==> config.mk <==
export PLATFORM = sky130hd
export DESIGN_NAME = cdc_comparator_ctrl
export DESIGN_NICKNAME = d
export VERILOG_FILES = /design/src/logic/cdc_pkg.sv /design/src/logic/cdc_comparator_ctrl.sv
export VERILOG_INCLUDE_DIRS = /design/src /design/src/logic
export SDC_FILE = /design/constraint.sdc
export NUM_CORES = 1
export LEC_CHECK = 0
export ABC_AREA = 1
export BUFFER_PORTS_ARGS = -buffer_cell sky130_fd_sc_hd__buf_4
export CAP_MARGIN = 0
export CORE_UTILIZATION = 48
export CTS_BUF_LIST = sky130_fd_sc_hd__clkbuf_4 sky130_fd_sc_hd__clkbuf_8
export DETAILED_ROUTE_END_ITERATION = 8
export PLACE_DENSITY = 0.82
export SKIP_LAST_GASP = 1
export SYNTH_ARGS = -nofsm -noshare
export SYNTH_HDL_FRONTEND = slang
export SYNTH_SLANG_ARGS = --single-unit
==> constraint.sdc <==
create_clock -name sys_clk_i -period 1.5 [get_ports sys_clk_i]
set_input_delay 0.225 -clock sys_clk_i [delete_from_list [all_inputs] [get_ports sys_clk_i]]
set_output_delay 0.225 -clock sys_clk_i [all_outputs]
set_load 0.01 [all_outputs]
==> src/logic/cdc_regs.svh <==
`ifndef CDC_REGS_SVH
`define CDC_REGS_SVH
// Register byte offsets
`define CDC_OFS_CTRL_A   8'h00
`define CDC_OFS_CTRL_B   8'h04
`define CDC_OFS_RESULT   8'h08
`define CDC_OFS_FLAG     8'h0C
// Control A fields
`define CDC_A_ENABLE     7
`define CDC_A_STATUS     6
`define CDC_A_PIN_OE     5
`define CDC_A_INVERT     4
`define CDC_A_SPEED      2
`define CDC_A_HYST       1
`define CDC_A_SYNC       0
// Control B fields
`define CDC_B_RISE       7
`define CDC_B_FALL       6
`define CDC_B_POS_LSB    4
`define CDC_B_NEG_LSB    0
// Flag register fields
`define CDC_F_FLAG       0
`define CDC_F_IRQ_EN     1
// Reset values and response codes
`define CDC_SPEED_RST    1'b1
`define CDC_RESP_OKAY    2'h0
`define CDC_RESP_SLVERR  2'h2
`endif

==> src/logic/cdc_pkg.sv <==
// Purpose: types shared by the comparator digital control
// Assumes: one comparator instance per block
// Notes:   field positions live in cdc_regs.svh
package cdc_pkg;
    typedef enum logic [1:0] {
        CDC_POS_PIN    = 2'h0,
        CDC_POS_DAC    = 2'h1,
        CDC_POS_FIXREF = 2'h2,
        CDC_POS_GND    = 2'h3
    } cdc_pos_src_t;

    typedef struct packed {
        logic comparator_enable;
        logic pin_output_enable;
        logic output_invert;
        logic speed_select;
        logic hysteresis_enable;
        logic timer_sync_enable;
    } cdc_ctrl_a_t;

    typedef struct packed {
        logic         rise_edge_enable;
        logic         fall_edge_enable;
        cdc_pos_src_t positive_channel_select;
        logic [1:0]   negative_channel_select;
    } cdc_ctrl_b_t;

    typedef struct packed {
        logic       enable;
        logic       speed;
        logic       hysteresis;
        logic       connect;
        logic [1:0] pos_sel;
        logic [1:0] neg_sel;
    } cdc_analog_t;
endpackage

==> src/logic/cdc_comparator_ctrl.sv <==
// Purpose: digital control around one analog comparator, AXI4-Lite registers
// Assumes: all inputs synchronous to sys_clk_i; timer clocks sampled as data
// Notes:   pin, gate and shutdown outputs are registered one cycle
`timescale 1ns/100ps
`include "cdc_regs.svh"
module cdc_comparator_ctrl #(
    parameter int ADDR_W = 8                        // AXI address width
) (
    input  wire logic                sys_clk_i,      // 100 MHz clock
    input  wire logic                reset_n_i,      // Async reset, low
    input  wire logic [ADDR_W-1:0]   s_axi_awaddr,   // Write address
    input  wire logic                s_axi_awvalid,  // Write address valid
    output logic                     s_axi_awready,  // Write address ready
    input  wire logic [31:0]         s_axi_wdata,    // Write data
    input  wire logic [3:0]          s_axi_wstrb,    // Write strobes
    input  wire logic                s_axi_wvalid,   // Write data valid
    output logic                     s_axi_wready,   // Write data ready
    output logic [1:0]               s_axi_bresp,    // Write response
    output logic                     s_axi_bvalid,   // Write response valid
    input  wire logic                s_axi_bready,   // Write response ready
    input  wire logic [ADDR_W-1:0]   s_axi_araddr,   // Read address
    input  wire logic                s_axi_arvalid,  // Read address valid
    output logic                     s_axi_arready,  // Read address ready
    output logic [31:0]              s_axi_rdata,    // Read data
    output logic [1:0]               s_axi_rresp,    // Read response
    output logic                     s_axi_rvalid,   // Read data valid
    input  wire logic                s_axi_rready,   // Read data ready
    input  wire logic                cmp_raw_i,      // Analog core: vp above vn
    input  wire logic                tmr_src_clk_i,  // Timer source clock
    input  wire logic                tmr_pre_clk_i,  // Timer prescaled clock
    input  wire logic                tmr_pre_used_i, // Timer prescaler in use
    input  wire logic                pin_dir_in_i,   // Pin direction bit, 1 = input
    input  wire logic                port_data_i,    // Port data latch
    output cdc_pkg::cdc_analog_t     analog_o,       // Analog core controls
    output logic                     pin_out_o,      // Output pin value
    output logic                     pin_oe_o,       // Output pin drive enable
    output logic                     tmr_gate_o,     // Timer gate source
    output logic                     pwm_shutdown_o, // PWM shutdown input
    output logic                     change_flag_o,  // Change flag level
    output logic                     change_irq_o    // Flag gated by its enable
);
    // ============================================================
    // Parameter check
    // ============================================================
    if (ADDR_W < 4 || ADDR_W > 32) begin : g_bad_addr
        $error("ADDR_W out of range");
    end

    // ============================================================
    // Registers and result path
    // ============================================================
    cdc_pkg::cdc_ctrl_a_t ctrl_a_reg;
    cdc_pkg::cdc_ctrl_b_t ctrl_b_reg;
    logic                 change_flag_reg;
    logic                 irq_en_reg;
    logic                 tclk_prev_reg;
    logic                 sync_reg;
    logic                 result_reg;
    logic                 result_prev_reg;
    logic                 cmp_val;
    logic                 tclk_sel;
    logic                 tclk_fall;
    logic                 result_next;
    logic                 rise_hit;
    logic                 fall_hit;
    logic                 edge_hit;

    // Disabled core reads as low before invert, so toggling invert, or enable while cmp_raw_i is high, shows an edge
    assign cmp_val     = (ctrl_a_reg.comparator_enable & cmp_raw_i)
                         ^ ctrl_a_reg.output_invert;
    assign tclk_sel    = tmr_pre_used_i ? tmr_pre_clk_i : tmr_src_clk_i;
    assign tclk_fall   = tclk_prev_reg & ~tclk_sel;
    assign result_next = ctrl_a_reg.timer_sync_enable ? sync_reg : cmp_val;

    always_ff @(posedge sys_clk_i or negedge reset_n_i) begin
        if (!reset_n_i) begin
            tclk_prev_reg <= 1'b0;
            sync_reg      <= 1'b0;
        end else begin
            tclk_prev_reg <= tclk_sel;
            if (tclk_fall) begin
                sync_reg <= cmp_val;
            end
        end
    end

    always_ff @(posedge sys_clk_i or negedge reset_n_i) begin
        if (!reset_n_i) begin
            result_reg      <= 1'b0;
            result_prev_reg <= 1'b0;
        end else begin
            result_reg      <= result_next;
            result_prev_reg <= result_reg;
        end
    end

    assign rise_hit = result_reg & ~result_prev_reg & ctrl_b_reg.rise_edge_enable;
    assign fall_hit = ~result_reg & result_prev_reg & ctrl_b_reg.fall_edge_enable;
    assign edge_hit = rise_hit | fall_hit;

    // ============================================================
    // Outputs to pin, timer, PWM and analog core
    // ============================================================
    always_ff @(posedge sys_clk_i or negedge reset_n_i) begin
        if (!reset_n_i) begin
            pin_out_o      <= 1'b0;
            pin_oe_o       <= 1'b0;
            tmr_gate_o     <= 1'b0;
            pwm_shutdown_o <= 1'b0;
            change_irq_o   <= 1'b0;
            analog_o       <= '0;
        end else begin
            // Override of the port latch ignores the enable bit
            pin_out_o      <= ctrl_a_reg.pin_output_enable ? result_next
                                                           : port_data_i;
            pin_oe_o       <= ~pin_dir_in_i;
            tmr_gate_o     <= result_next;
            pwm_shutdown_o <= result_next;
            change_irq_o   <= change_flag_reg & irq_en_reg;
            analog_o.enable     <= ctrl_a_reg.comparator_enable;
            analog_o.speed      <= ctrl_a_reg.speed_select;
            analog_o.hysteresis <= ctrl_a_reg.hysteresis_enable;
            analog_o.connect    <= ctrl_a_reg.comparator_enable;
            analog_o.pos_sel    <= ctrl_b_reg.positive_channel_select;
            analog_o.neg_sel    <= ctrl_b_reg.negative_channel_select;
        end
    end
    assign change_flag_o = change_flag_reg;

    // ============================================================
    // AXI4-Lite slave
    // ============================================================
    logic              aw_held_reg;
    logic              w_held_reg;
    logic [ADDR_W-1:0] awaddr_reg;
    logic [31:0]       wdata_reg;
    logic              wstrb0_reg;
    logic              wr_go;
    logic              wr_hit;
    logic              flag_clear;
    logic [7:0]        wr_ofs;
    logic [7:0]        rd_ofs;
    logic [31:0]       rd_word;
    logic              rd_hit;
    logic              aw_held_next;
    logic              w_held_next;
    logic              bvalid_next;
    logic              rvalid_next;

    assign wr_go         = aw_held_reg & w_held_reg & ~s_axi_bvalid;
    assign aw_held_next  = ~wr_go & (aw_held_reg | (s_axi_awvalid & s_axi_awready));
    assign w_held_next   = ~wr_go & (w_held_reg | (s_axi_wvalid & s_axi_wready));
    assign bvalid_next   = wr_go | (s_axi_bvalid & ~s_axi_bready);
    assign rvalid_next   = (s_axi_arvalid & s_axi_arready) | (s_axi_rvalid & ~s_axi_rready);

    // Ready flops load the function of next state that a gate would give,
    // so outputs come from flops and the handshake timing is unchanged
    always_ff @(posedge sys_clk_i or negedge reset_n_i) begin
        if (!reset_n_i) begin
            s_axi_awready <= 1'b1;
            s_axi_wready  <= 1'b1;
            s_axi_arready <= 1'b1;
        end else begin
            s_axi_awready <= ~aw_held_next & ~bvalid_next;
            s_axi_wready  <= ~w_held_next & ~bvalid_next;
            s_axi_arready <= ~rvalid_next;
        end
    end
    assign wr_ofs        = 8'(awaddr_reg);
    assign wr_hit        = (wr_ofs == `CDC_OFS_CTRL_A) | (wr_ofs == `CDC_OFS_CTRL_B)
                         | (wr_ofs == `CDC_OFS_RESULT) | (wr_ofs == `CDC_OFS_FLAG);
    assign flag_clear    = wr_go & wstrb0_reg & (wr_ofs == `CDC_OFS_FLAG)
                         & wdata_reg[`CDC_F_FLAG];

    always_ff @(posedge sys_clk_i or negedge reset_n_i) begin
        if (!reset_n_i) begin
            aw_held_reg  <= 1'b0;
            w_held_reg   <= 1'b0;
            awaddr_reg   <= '0;
            wdata_reg    <= 32'h0000_0000;
            wstrb0_reg   <= 1'b0;
            s_axi_bvalid <= 1'b0;
            s_axi_bresp  <= `CDC_RESP_OKAY;
        end else begin
            if (s_axi_awvalid && s_axi_awready) begin
                aw_held_reg <= 1'b1;
                awaddr_reg  <= s_axi_awaddr;
            end
            if (s_axi_wvalid && s_axi_wready) begin
                w_held_reg <= 1'b1;
                wdata_reg  <= s_axi_wdata;
                wstrb0_reg <= s_axi_wstrb[0];
            end
            if (wr_go) begin
                aw_held_reg  <= 1'b0;
                w_held_reg   <= 1'b0;
                s_axi_bvalid <= 1'b1;
                s_axi_bresp  <= wr_hit ? `CDC_RESP_OKAY : `CDC_RESP_SLVERR;
            end else if (s_axi_bready) begin
                s_axi_bvalid <= 1'b0;
            end
        end
    end

    always_ff @(posedge sys_clk_i or negedge reset_n_i) begin
        if (!reset_n_i) begin
            ctrl_a_reg <= '{speed_select: `CDC_SPEED_RST, default: 1'b0};
            ctrl_b_reg <= '0;
            irq_en_reg <= 1'b0;
        end else if (wr_go && wstrb0_reg) begin
            unique case (wr_ofs)
                `CDC_OFS_CTRL_A: begin
                    ctrl_a_reg.comparator_enable <= wdata_reg[`CDC_A_ENABLE];
                    ctrl_a_reg.pin_output_enable <= wdata_reg[`CDC_A_PIN_OE];
                    ctrl_a_reg.output_invert     <= wdata_reg[`CDC_A_INVERT];
                    ctrl_a_reg.speed_select      <= wdata_reg[`CDC_A_SPEED];
                    ctrl_a_reg.hysteresis_enable <= wdata_reg[`CDC_A_HYST];
                    ctrl_a_reg.timer_sync_enable <= wdata_reg[`CDC_A_SYNC];
                end
                `CDC_OFS_CTRL_B: begin
                    ctrl_b_reg.rise_edge_enable <= wdata_reg[`CDC_B_RISE];
                    ctrl_b_reg.fall_edge_enable <= wdata_reg[`CDC_B_FALL];
                    ctrl_b_reg.positive_channel_select <=
                        cdc_pkg::cdc_pos_src_t'(wdata_reg[`CDC_B_POS_LSB +: 2]);
                    ctrl_b_reg.negative_channel_select <= wdata_reg[`CDC_B_NEG_LSB +: 2];
                end
                `CDC_OFS_FLAG: begin
                    irq_en_reg <= wdata_reg[`CDC_F_IRQ_EN];
                end
                default: begin
                end
            endcase
        end
    end

    // Set beats clear so an edge during the clearing write is kept
    always_ff @(posedge sys_clk_i or negedge reset_n_i) begin
        if (!reset_n_i) begin
            change_flag_reg <= 1'b0;
        end else if (edge_hit) begin
            change_flag_reg <= 1'b1;
        end else if (flag_clear) begin
            change_flag_reg <= 1'b0;
        end
    end

    assign rd_ofs = 8'(s_axi_araddr);
    always_comb begin
        rd_word = 32'h0000_0000;
        rd_hit  = 1'b1;
        unique case (rd_ofs)
            `CDC_OFS_CTRL_A: begin
                rd_word[`CDC_A_ENABLE] = ctrl_a_reg.comparator_enable;
                rd_word[`CDC_A_STATUS] = result_reg;
                rd_word[`CDC_A_PIN_OE] = ctrl_a_reg.pin_output_enable;
                rd_word[`CDC_A_INVERT] = ctrl_a_reg.output_invert;
                rd_word[`CDC_A_SPEED]  = ctrl_a_reg.speed_select;
                rd_word[`CDC_A_HYST]   = ctrl_a_reg.hysteresis_enable;
                rd_word[`CDC_A_SYNC]   = ctrl_a_reg.timer_sync_enable;
            end
            `CDC_OFS_CTRL_B: begin
                rd_word[`CDC_B_RISE]          = ctrl_b_reg.rise_edge_enable;
                rd_word[`CDC_B_FALL]          = ctrl_b_reg.fall_edge_enable;
                rd_word[`CDC_B_POS_LSB +: 2]  = ctrl_b_reg.positive_channel_select;
                rd_word[`CDC_B_NEG_LSB +: 2]  = ctrl_b_reg.negative_channel_select;
            end
            `CDC_OFS_RESULT: rd_word[0] = result_reg;
            `CDC_OFS_FLAG: begin
                rd_word[`CDC_F_FLAG]   = change_flag_reg;
                rd_word[`CDC_F_IRQ_EN] = irq_en_reg;
            end
            default: rd_hit = 1'b0;
        endcase
    end

    always_ff @(posedge sys_clk_i or negedge reset_n_i) begin
        if (!reset_n_i) begin
            s_axi_rvalid <= 1'b0;
            s_axi_rdata  <= 32'h0000_0000;
            s_axi_rresp  <= `CDC_RESP_OKAY;
        end else if (s_axi_arvalid && s_axi_arready) begin
            s_axi_rvalid <= 1'b1;
            s_axi_rdata  <= rd_word;
            s_axi_rresp  <= rd_hit ? `CDC_RESP_OKAY : `CDC_RESP_SLVERR;
        end else if (s_axi_rready) begin
            s_axi_rvalid <= 1'b0;
        end
    end
endmodule // cdc_comparator_ctrl

==> results of run 1 <==
==> critical path: stages, from the launching register on <==
cell and delay (ps):
sky130_fd_sc_hd__dfrtp_1 380, sky130_fd_sc_hd__nor2_2 150, sky130_fd_sc_hd__nand2_2 100, sky130_fd_sc_hd__nor3_4 330, sky130_fd_sc_hd__nand3_2 210, sky130_fd_sc_hd__nand2_1 130
sky130_fd_sc_hd__nand2_1 50
==> how the worst min path moves through the flow <==
stage | depth (start not counted) | endpoint | slack, ps
6_report | 2 | pin_oe_o | 30
2_1_floorplan | 0 | analog_o[0] | -70
3_3_place_gp | 1 | pin_oe_o | 150
5_1_grt | 2 | pin_oe_o | 30
4_1_cts | 2 | pin_oe_o | 10
3_5_place_dp | 1 | pin_oe_o | 150
==> cell usage after synthesis <==
cell	count	area [um2]
sky130_fd_sc_hd__a21oi_1	7	35.0
sky130_fd_sc_hd__a31oi_1	2	12.5
sky130_fd_sc_hd__buf_2	1	5.00
sky130_fd_sc_hd__buf_4	29	218
sky130_fd_sc_hd__clkbuf_1	1	3.75
sky130_fd_sc_hd__clkinv_1	1	3.75
sky130_fd_sc_hd__conb_1	1	3.75
sky130_fd_sc_hd__dfrtp_1	56	1400
sky130_fd_sc_hd__dfstp_2	4	105
sky130_fd_sc_hd__inv_1	21	78.8
sky130_fd_sc_hd__inv_2	1	3.75
sky130_fd_sc_hd__mux2_2	1	11.3
sky130_fd_sc_hd__nand2_1	97	364
sky130_fd_sc_hd__nand2_2	1	6.26
sky130_fd_sc_hd__nand3_1	26	130
sky130_fd_sc_hd__nand3_2	1	10.0
sky130_fd_sc_hd__nand4_1	2	12.5
sky130_fd_sc_hd__nand4_2	1	12.5
sky130_fd_sc_hd__nor2_1	21	78.8
sky130_fd_sc_hd__nor3_1	1	5.00
sky130_fd_sc_hd__nor3_4	1	16.3
sky130_fd_sc_hd__nor3b_1	1	7.51
sky130_fd_sc_hd__o21a_1	1	7.51
sky130_fd_sc_hd__o21ai_0	11	55.1
sky130_fd_sc_hd__o21ai_1	1	5.00
sky130_fd_sc_hd__xor2_1	1	8.76
==> stage by stage <==
stage                     worst slack, ps  TNS, ps  instance area [um2]  hold WS [ps]  total power [mW]
after floorplan                       285        0                 2700         -70.6              3.24
after global placement                157        0                 3080           146              3.71
final                                44.0        0                 3370          27.9              5.60
after global routing                -70.0     -344                 3370          32.4              5.94
after detailed placement             77.3        0                 3080           148              3.79
after CTS                            39.6        0                 3330          13.1              5.53
==> metal layers <==
| metal | vias to the layer above | wire (um) | GRT usage |
|---|---|---|---|
| met1 | 972 | 2300 | 0.239 |
| met2 | 91 | 2630 | 0.344 |
| li1 | 1022 | - | - |
| met3 | 7 | 284 | 0.0688 |
| met4 | 0 | 76 | 0.0844 |
| met5 | - | 0 | 0 |
==> cell usage in the layout, fill, tap and decap left out, drive strengths merged <==
master and count:
nor2 21, a31oi 2, nand4 3, o21ai 12
nor3b 1, o21a 1, inv 22, clkbuf 11
dfstp 4, clkinv 3, mux2 1, bufinv 3
nand2 98, dfrtp 56, conb 27, xor2 1
dlygate4sd3 1, a21oi 7, nand3 27, buf 71
nor3 2
==> power by group <==
| group | switching [mW] | total [mW] | internal [mW] |
|---|---|---|---|
| logic | 0.794 | 1.39 | 0.592 |
| clock network | 0.585 | 1.72 | 1.14 |
| registers | 0.361 | 2.49 | 2.13 |
| total | 1.74 | 5.60 | 3.86 |
==> layout make-up <==
cell class / count / area (um2) / area share
inverter: 23 / 86.3 / 0.0256
timing repair buffer: 72 / 556 / 0.165
clock inverter: 5 / 100 / 0.0297
sequential: 60 / 1510 / 0.447
clock buffer: 11 / 139 / 0.0412
tap: 70 / 87.6 / 0.0260
multi-input combinational: 203 / 896 / 0.266
==> cells by family after synthesis <==
kind of cell    synth area share
mux                      0.00433
other cells              0.00144
flops                      0.579
simple gates               0.247
buf+inv                    0.120
xor+xnor                 0.00337
compound gates            0.0442
==> timing repair <==
| item | CTS | global route |
|---|---|---|
| hold endpoints to repair | 22 | 0 |
| hold buffers | 1 | 0 |
| buffers inserted | 0 | 3 |
| resized for setup | 0 | 4 |
| setup endpoints to repair | 0 | 10 |
==> run summary, run 1 <==
LAYOUT
----------------------------------------------------------------------------------------
Flip-flop count of the largest register, all copies and words added .......            8
Number of filler cells placed in the layout ...............................          434
Non-filler cells in the finished layout ...................................          444
Final standard cell utilization of the core ...............................        0.652
ANT cells .................................................................            0
Final nets ................................................................          434
Layout cell share with drive strength beyond 1 ............................        0.267
Area overhead of the layout relative to synthesis .........................        29.6%

STA
----------------------------------------------------------------------------------------
Maximum clock skew at final layout ........................................      8.20 ps
Fmax ......................................................................    0.687 GHz
Final worst-path cycle share ..............................................        0.971
Number of hold violations in the final report .............................            0
Final slew viol count .....................................................            0
RSZ-0062 raised after global routing ......................................         true
Clock period minus final worst setup slack ................................      1460 ps
Number of setup violations in the final report ............................            0

CRITICAL PATH
----------------------------------------------------------------------------------------
Critical register-to-register path startpoint ............................. awaddr_reg[6]
Sort of element at the start of the critical path .........................         flop
Worst Reg-to-Reg Cells ....................................................            6
Destination of the critical timing path ................................... ctrl_b_reg[1]
Slack of the worst reg-to-reg path ........................................        40 ps
Endpoint required time on the critical path ...............................      1710 ps
Critical R2R Capture ...................................................... ctrl_b_reg[1]
Crit. End Element .........................................................         flop
Worst setup path startpoint ............................................... awaddr_reg[6]
Critical path data arrival time ...........................................      1670 ps
Max FO, Critical Path .....................................................            6
Class of the most critical setup path ..................................... flop to flop

GRT
----------------------------------------------------------------------------------------
Vias in the first global route ............................................         2007
Sum of overflow across all layers after global routing ....................            0
Antenna violations before repair ..........................................            0
Maximum number of pins on one net before global-route repair ..............           37
First-pass GRT wire length ................................................      8490 um
Overall fraction of global-route tracks in use ............................        0.204

DIE
----------------------------------------------------------------------------------------
Floorplan die width .......................................................      75.6 um
Die Span Y ................................................................      75.6 um
Core Box Area .............................................................     5170 um2
Site Rows .................................................................           26
Number of primary I/O pins ................................................          120
Area of the die ...........................................................     5720 um2
Initial Utilization .......................................................        0.503

DETAILED ROUTING
----------------------------------------------------------------------------------------
Number of nets with antenna violations after routing ......................            0
Vias ......................................................................         2092
Final Routed Wirelength ...................................................      5290 um
Number of detailed-routing iterations run before antenna repair ...........            4
Via/cell ratio ............................................................         4.71
Number of violations reported at the end of detailed-routing iteration 0 ..          123
WL per Instance ...........................................................      11.9 um
DRC violation count after routing .........................................            0

LOGIC SYNTHESIS
----------------------------------------------------------------------------------------
Post-synthesis cell type count ............................................           26
Post-Synthesis Cell Area ..................................................     2600 um2
Post-synthesis sequential element count ...................................           60
Mean cell area of the mapped netlist ......................................     8.94 um2
Number of standard cells after synthesis ..................................          291
Synth warnings ............................................................            0
Register area share after synthesis .......................................        0.579

CTS
----------------------------------------------------------------------------------------
Number of sinks on the clock net ..........................................           60
TritonCTS clock tree ......................................................        built
Total clock buffers created by CTS ........................................            9
Root Buffer ............................................................... sky130_fd_sc_hd__clkbuf_8
Clock transition at the registers of the reported paths ...................        70 ps
Maximum buffer depth of the clock tree ....................................            2
Clock insertion delay at the later pin of the skew report .................       330 ps
H-Tree Depth ..............................................................            3

POWER
----------------------------------------------------------------------------------------
Max IR drop VDD ...........................................................      1150 uV
Leakage ...................................................................      1.84 nW
Power per Cell Area .......................................................  1660 nW/um2

STATUS
----------------------------------------------------------------------------------------
Outcome ................................................................... finished, final reports clean

PLACEMENT
----------------------------------------------------------------------------------------
Count of buffers inserted at the top-level ports ..........................           64
Number of cells after detailed placement ..................................          424
Final weighted congestion of routability-driven global placement ..........        0.813
Total half-perimeter wirelength after legalization and detailed placement .      3750 um

MIN PATH
----------------------------------------------------------------------------------------
Hold path startpoint ...................................................... pin_dir_in_i
Hold Crit Class ........................................................... input pin to flop

RUN
----------------------------------------------------------------------------------------
Max capacitance violation total ...........................................            0

Note: power is estimated with default switching activity, not from simulation.
==> inputs of run 2 (changes only) <==
Settings changed: ABC_AREA 1 to unset.
==> run 2 against run 1 <==
  * The flow now finishes with violations (setup timing)
  * Combinational power about the same
  * Clock power shrank 15%
  * Die area down 0.84%
  * Maximum frequency decreased by 21%
  * Global-route usage decreased by 0.51 points
  * Core utilization increased by 1.8 points
  * Flip-flop and latch count unchanged
==> run summary, run 2 <==
LAYOUT
----------------------------------------------------------------------------------------
Number of filler cells placed in the layout ...............................          387   -11%
ANT cells .................................................................            0   unchanged
Highest-count cells in the layout ignoring fill and taps .................. sky130_fd_sc_hd__buf_4, sky130_fd_sc_hd__dfrtp_1, sky130_fd_sc_hd__conb_1
Final nets ................................................................          345   -21%
Most frequent standard cell in the layout excluding fill and tap cells .... sky130_fd_sc_hd__buf_4
Non-filler cells in the finished layout ...................................          355   -20%
Area overhead of the layout relative to synthesis .........................        33.4%
Layout cell share with drive strength beyond 1 ............................        0.505   +0.238
Area of the multi-input gates .............................................      962 um2   +7.4%
Flip-flop count of the largest register, all copies and words added .......            8   unchanged
Total area of sequential cells ............................................     1510 um2   unchanged

STA
----------------------------------------------------------------------------------------
Number of setup violations in the final report ............................           14   +14
Post-route worst setup slack ..............................................      -340 ps   -384 ps
Maximum clock skew at final layout ........................................      7.81 ps   -0.391 ps
Final slew viol count .....................................................            0   unchanged
Number of hold violations in the final report .............................            0   unchanged
RSZ-0062 raised after global routing ......................................         true
Clock period minus final worst setup slack ................................      1840 ps   +384 ps
Sum Neg Setup Slack .......................................................     -3940 ps   -3940 ps
Final worst-path cycle share ..............................................         1.23   +0.256
Hold Slack ................................................................      27.7 ps   -0.119 ps
Fmax ......................................................................    0.544 GHz   -21%

DIE
----------------------------------------------------------------------------------------
Number of primary I/O pins ................................................          120   unchanged
Initial Utilization .......................................................        0.502   -0.00120
Floorplan die width .......................................................      75.3 um   -0.42%
Site Rows .................................................................           26   unchanged
Core Box Area .............................................................     5140 um2   -0.63%
Die Span Y ................................................................      75.3 um   -0.42%
Area of the die ...........................................................     5670 um2   -0.84%

POWER
----------------------------------------------------------------------------------------
Max IR drop VDD ...........................................................      1150 uV   +0.11%
Leakage ...................................................................      1.72 nW   -7.0%
Total power after layout ..................................................      5.19 mW   -7.3%
Power per Cell Area .......................................................  1510 nW/um2   -9.2%

CTS
----------------------------------------------------------------------------------------
H-Tree Depth ..............................................................            3   unchanged
Number of sinks on the clock net ..........................................           60   unchanged
Total clock buffers created by CTS ........................................            9   unchanged
TritonCTS clock tree ......................................................        built
Root Buffer ............................................................... sky130_fd_sc_hd__clkbuf_8
Clock insertion delay at the later pin of the skew report .................       330 ps   about the same
Clock transition at the registers of the reported paths ...................        60 ps   about the same
Maximum buffer depth of the clock tree ....................................            2   unchanged

LOGIC SYNTHESIS
----------------------------------------------------------------------------------------
Post-synthesis cell type count ............................................           37   +42%
Predominant post-synthesis flop cell ...................................... sky130_fd_sc_hd__dfrtp_1
Leading cell types by count after synthesis ............................... sky130_fd_sc_hd__dfrtp_1, sky130_fd_sc_hd__mux2_2, sky130_fd_sc_hd__buf_4, sky130_fd_sc_hd__nand2_1, sky130_fd_sc_hd__inv_1
Number of flops mapped to enable cells by yosys ...........................            0   unchanged
Proportion of netlist area held by the largest area contributor ...........        0.543   +0.00470
Synth warnings ............................................................            0   unchanged
Post-synthesis sequential element count ...................................           60   unchanged
Share of flip-flops with an asynchronous set or reset .....................         1.00   unchanged
Area leader, netlist ...................................................... sky130_fd_sc_hd__dfrtp_1
Top-count cell post-synth ................................................. sky130_fd_sc_hd__dfrtp_1
Post-Synthesis Cell Area ..................................................     2580 um2   -0.87%
Number of standard cells after synthesis ..................................          194   -33%
Mean cell area of the mapped netlist ......................................     13.3 um2   +49%
Main area contributors after synthesis .................................... sky130_fd_sc_hd__dfrtp_1, sky130_fd_sc_hd__mux2_2, sky130_fd_sc_hd__buf_4, sky130_fd_sc_hd__dfstp_2, sky130_fd_sc_hd__mux2i_1
Register area share after synthesis .......................................        0.584   +0.00506

CRITICAL PATH
----------------------------------------------------------------------------------------
Delay contributed by the slowest stage of the critical path ...............       590 ps   +210 ps
Worst Reg-to-Reg Cells ....................................................            4   -2
Critical R2R Capture ...................................................... ctrl_a_reg[0]
Critical path data arrival time ...........................................      2050 ps   +380 ps
Critical register-to-register path startpoint ............................. awaddr_reg[1]
Crit. End Element .........................................................         flop
Worst setup path startpoint ............................................... awaddr_reg[1]
Endpoint required time on the critical path ...............................      1710 ps   about the same
Class of the most critical setup path ..................................... flop to flop
Count of buffering cells on the critical path with inverters included .....            1   +1
Worst-path cell chain ..................................................... or4_4 > nor4_4 > buf_6 > mux2_2
Slack of the worst reg-to-reg path ........................................      -340 ps   -380 ps
Top cell family by delay on the critical path ............................. simple AND/OR/NAND/NOR gates
Total number of cells along the worst setup path ..........................            4   -2
Destination of the critical timing path ................................... ctrl_a_reg[0]
Slowest stage cell, crit path ............................................. sky130_fd_sc_hd__or4_4
Max FO, Critical Path .....................................................            6   unchanged
Sort of element at the start of the critical path .........................         flop

DETAILED ROUTING
----------------------------------------------------------------------------------------
DRC violation count after routing .........................................            0   unchanged
Via/cell ratio ............................................................         4.95   +5.2%
Final Routed Wirelength ...................................................      5180 um   -2.0%
Vias ......................................................................         1759   -16%
Number of nets with antenna violations after routing ......................            0   unchanged
Number of detailed-routing iterations run before antenna repair ...........            4   unchanged
Number of violations reported at the end of detailed-routing iteration 0 ..           51   -59%
WL per Instance ...........................................................      14.6 um   +23%

GRT
----------------------------------------------------------------------------------------
Antenna violations before repair ..........................................            0   unchanged
Overall fraction of global-route tracks in use ............................        0.199   -0.00509
Maximum number of pins on one net before global-route repair ..............           25   -32%
Sum of overflow across all layers after global routing ....................            0   unchanged
Vias in the first global route ............................................         1621   -19%
First-pass GRT wire length ................................................      7860 um   -7.4%

PLACEMENT
----------------------------------------------------------------------------------------
DP Worst Slack ............................................................      -323 ps   -401 ps
Count of buffers inserted at the top-level ports ..........................           64   unchanged
Final weighted congestion of routability-driven global placement ..........        0.741   -8.9%
Number of cells after detailed placement ..................................          336   -21%
Total half-perimeter wirelength after legalization and detailed placement .      3730 um   -0.71%

STATUS
----------------------------------------------------------------------------------------
Outcome ................................................................... finished with violations
Violated checks ........................................................... setup timing

MIN PATH
----------------------------------------------------------------------------------------
Hold Crit Class ........................................................... input pin to flop

RUN
----------------------------------------------------------------------------------------
Max capacitance violation total ...........................................            0   unchanged

==> run 2: cell count changes in the layout (fill, tap and decap cells not counted), moves of 4 or more <==
cell and change:
sky130_fd_sc_hd__a21oi_1 -4, sky130_fd_sc_hd__buf_4 +7, sky130_fd_sc_hd__inv_1 -14, sky130_fd_sc_hd__mux2_2 +23, sky130_fd_sc_hd__mux2_4 +7, sky130_fd_sc_hd__mux2i_1 +5, sky130_fd_sc_hd__nand2_1 -87, sky130_fd_sc_hd__nand3_1 -24
sky130_fd_sc_hd__nor2_1 -18, sky130_fd_sc_hd__o21ai_0 -8, sky130_fd_sc_hd__o31ai_1 +4, sky130_fd_sc_hd__or4_4 +4
==> run 2: worst register-to-register path, stage by stage, from the launching register on <==
cell	delay (ps)
sky130_fd_sc_hd__dfrtp_1	380
sky130_fd_sc_hd__or4_4	590
sky130_fd_sc_hd__nor4_4	240
sky130_fd_sc_hd__buf_6	170
sky130_fd_sc_hd__mux2_2	340
==> run 2: final cells by class <==
cell class              instances  area share
well taps                      70      0.0255
repair buffers                 82       0.189
clock inverters                 4      0.0138
inverters                       7     0.00764
flip-flops and latches         60       0.438
multi-input cells             120       0.280
clock buffers                  12      0.0462
==> run 2: logic make-up after synthesis <==
family | count (synthesis) | share of synthesized area
AOI/OAI and AO/OA | 19 | 0.0539
buffers and inverters | 40 | 0.101
muxes | 37 | 0.164
and+or+nand+nor | 37 | 0.0961
DFF | 60 | 0.584
other | 1 | 0.00145
==> run 2: power by group <==
group | total [mW] | internal (mW) | switching, mW | leakage, nW
sequential | 2.33 | 2.04 | 0.286 | 0.763
clock | 1.47 | 0.870 | 0.599 | 0.106
combinational | 1.39 | 0.771 | 0.617 | 0.846
total | 5.19 | 3.69 | 1.50 | 1.72
==> run 2: layer usage <==
layer  GRT usage  routed length (um)
met3      0.0688                 407
met2       0.305                2470
met1       0.253                2200
met5           0                   0
met4      0.0988                 101
==> run 2: worst min path at each step <==
stage,from,end,slack (ps),cells after the start
floorplan,reset_n_i,analog_o[0],-70,0
CTS,pin_dir_in_i,pin_oe_o,20,2
finish,pin_dir_in_i,pin_oe_o,30,2
detailed placement,reset_n_i,analog_o[4],140,1
global route,pin_dir_in_i,pin_oe_o,20,2
global placement,reset_n_i,analog_o[4],140,1
==> run 2: what timing repair did <==
action                                 CTS  global route
setup buffers                            1             1
endpoints found under the hold margin   20             0
pin swaps                                0             2
gates resized for setup                  7             5
setup endpoints to repair               14            14
hold buffers                             1             0
==> run 2: per-stage QoR <==
stage	cell area [um2]	util
6_report	3440	0.669
2_1_floorplan	2690	-
3_3_place_gp	3160	0.614
4_1_cts	3410	0.663
3_5_place_dp	3160	0.614
5_1_grt	3440	0.669
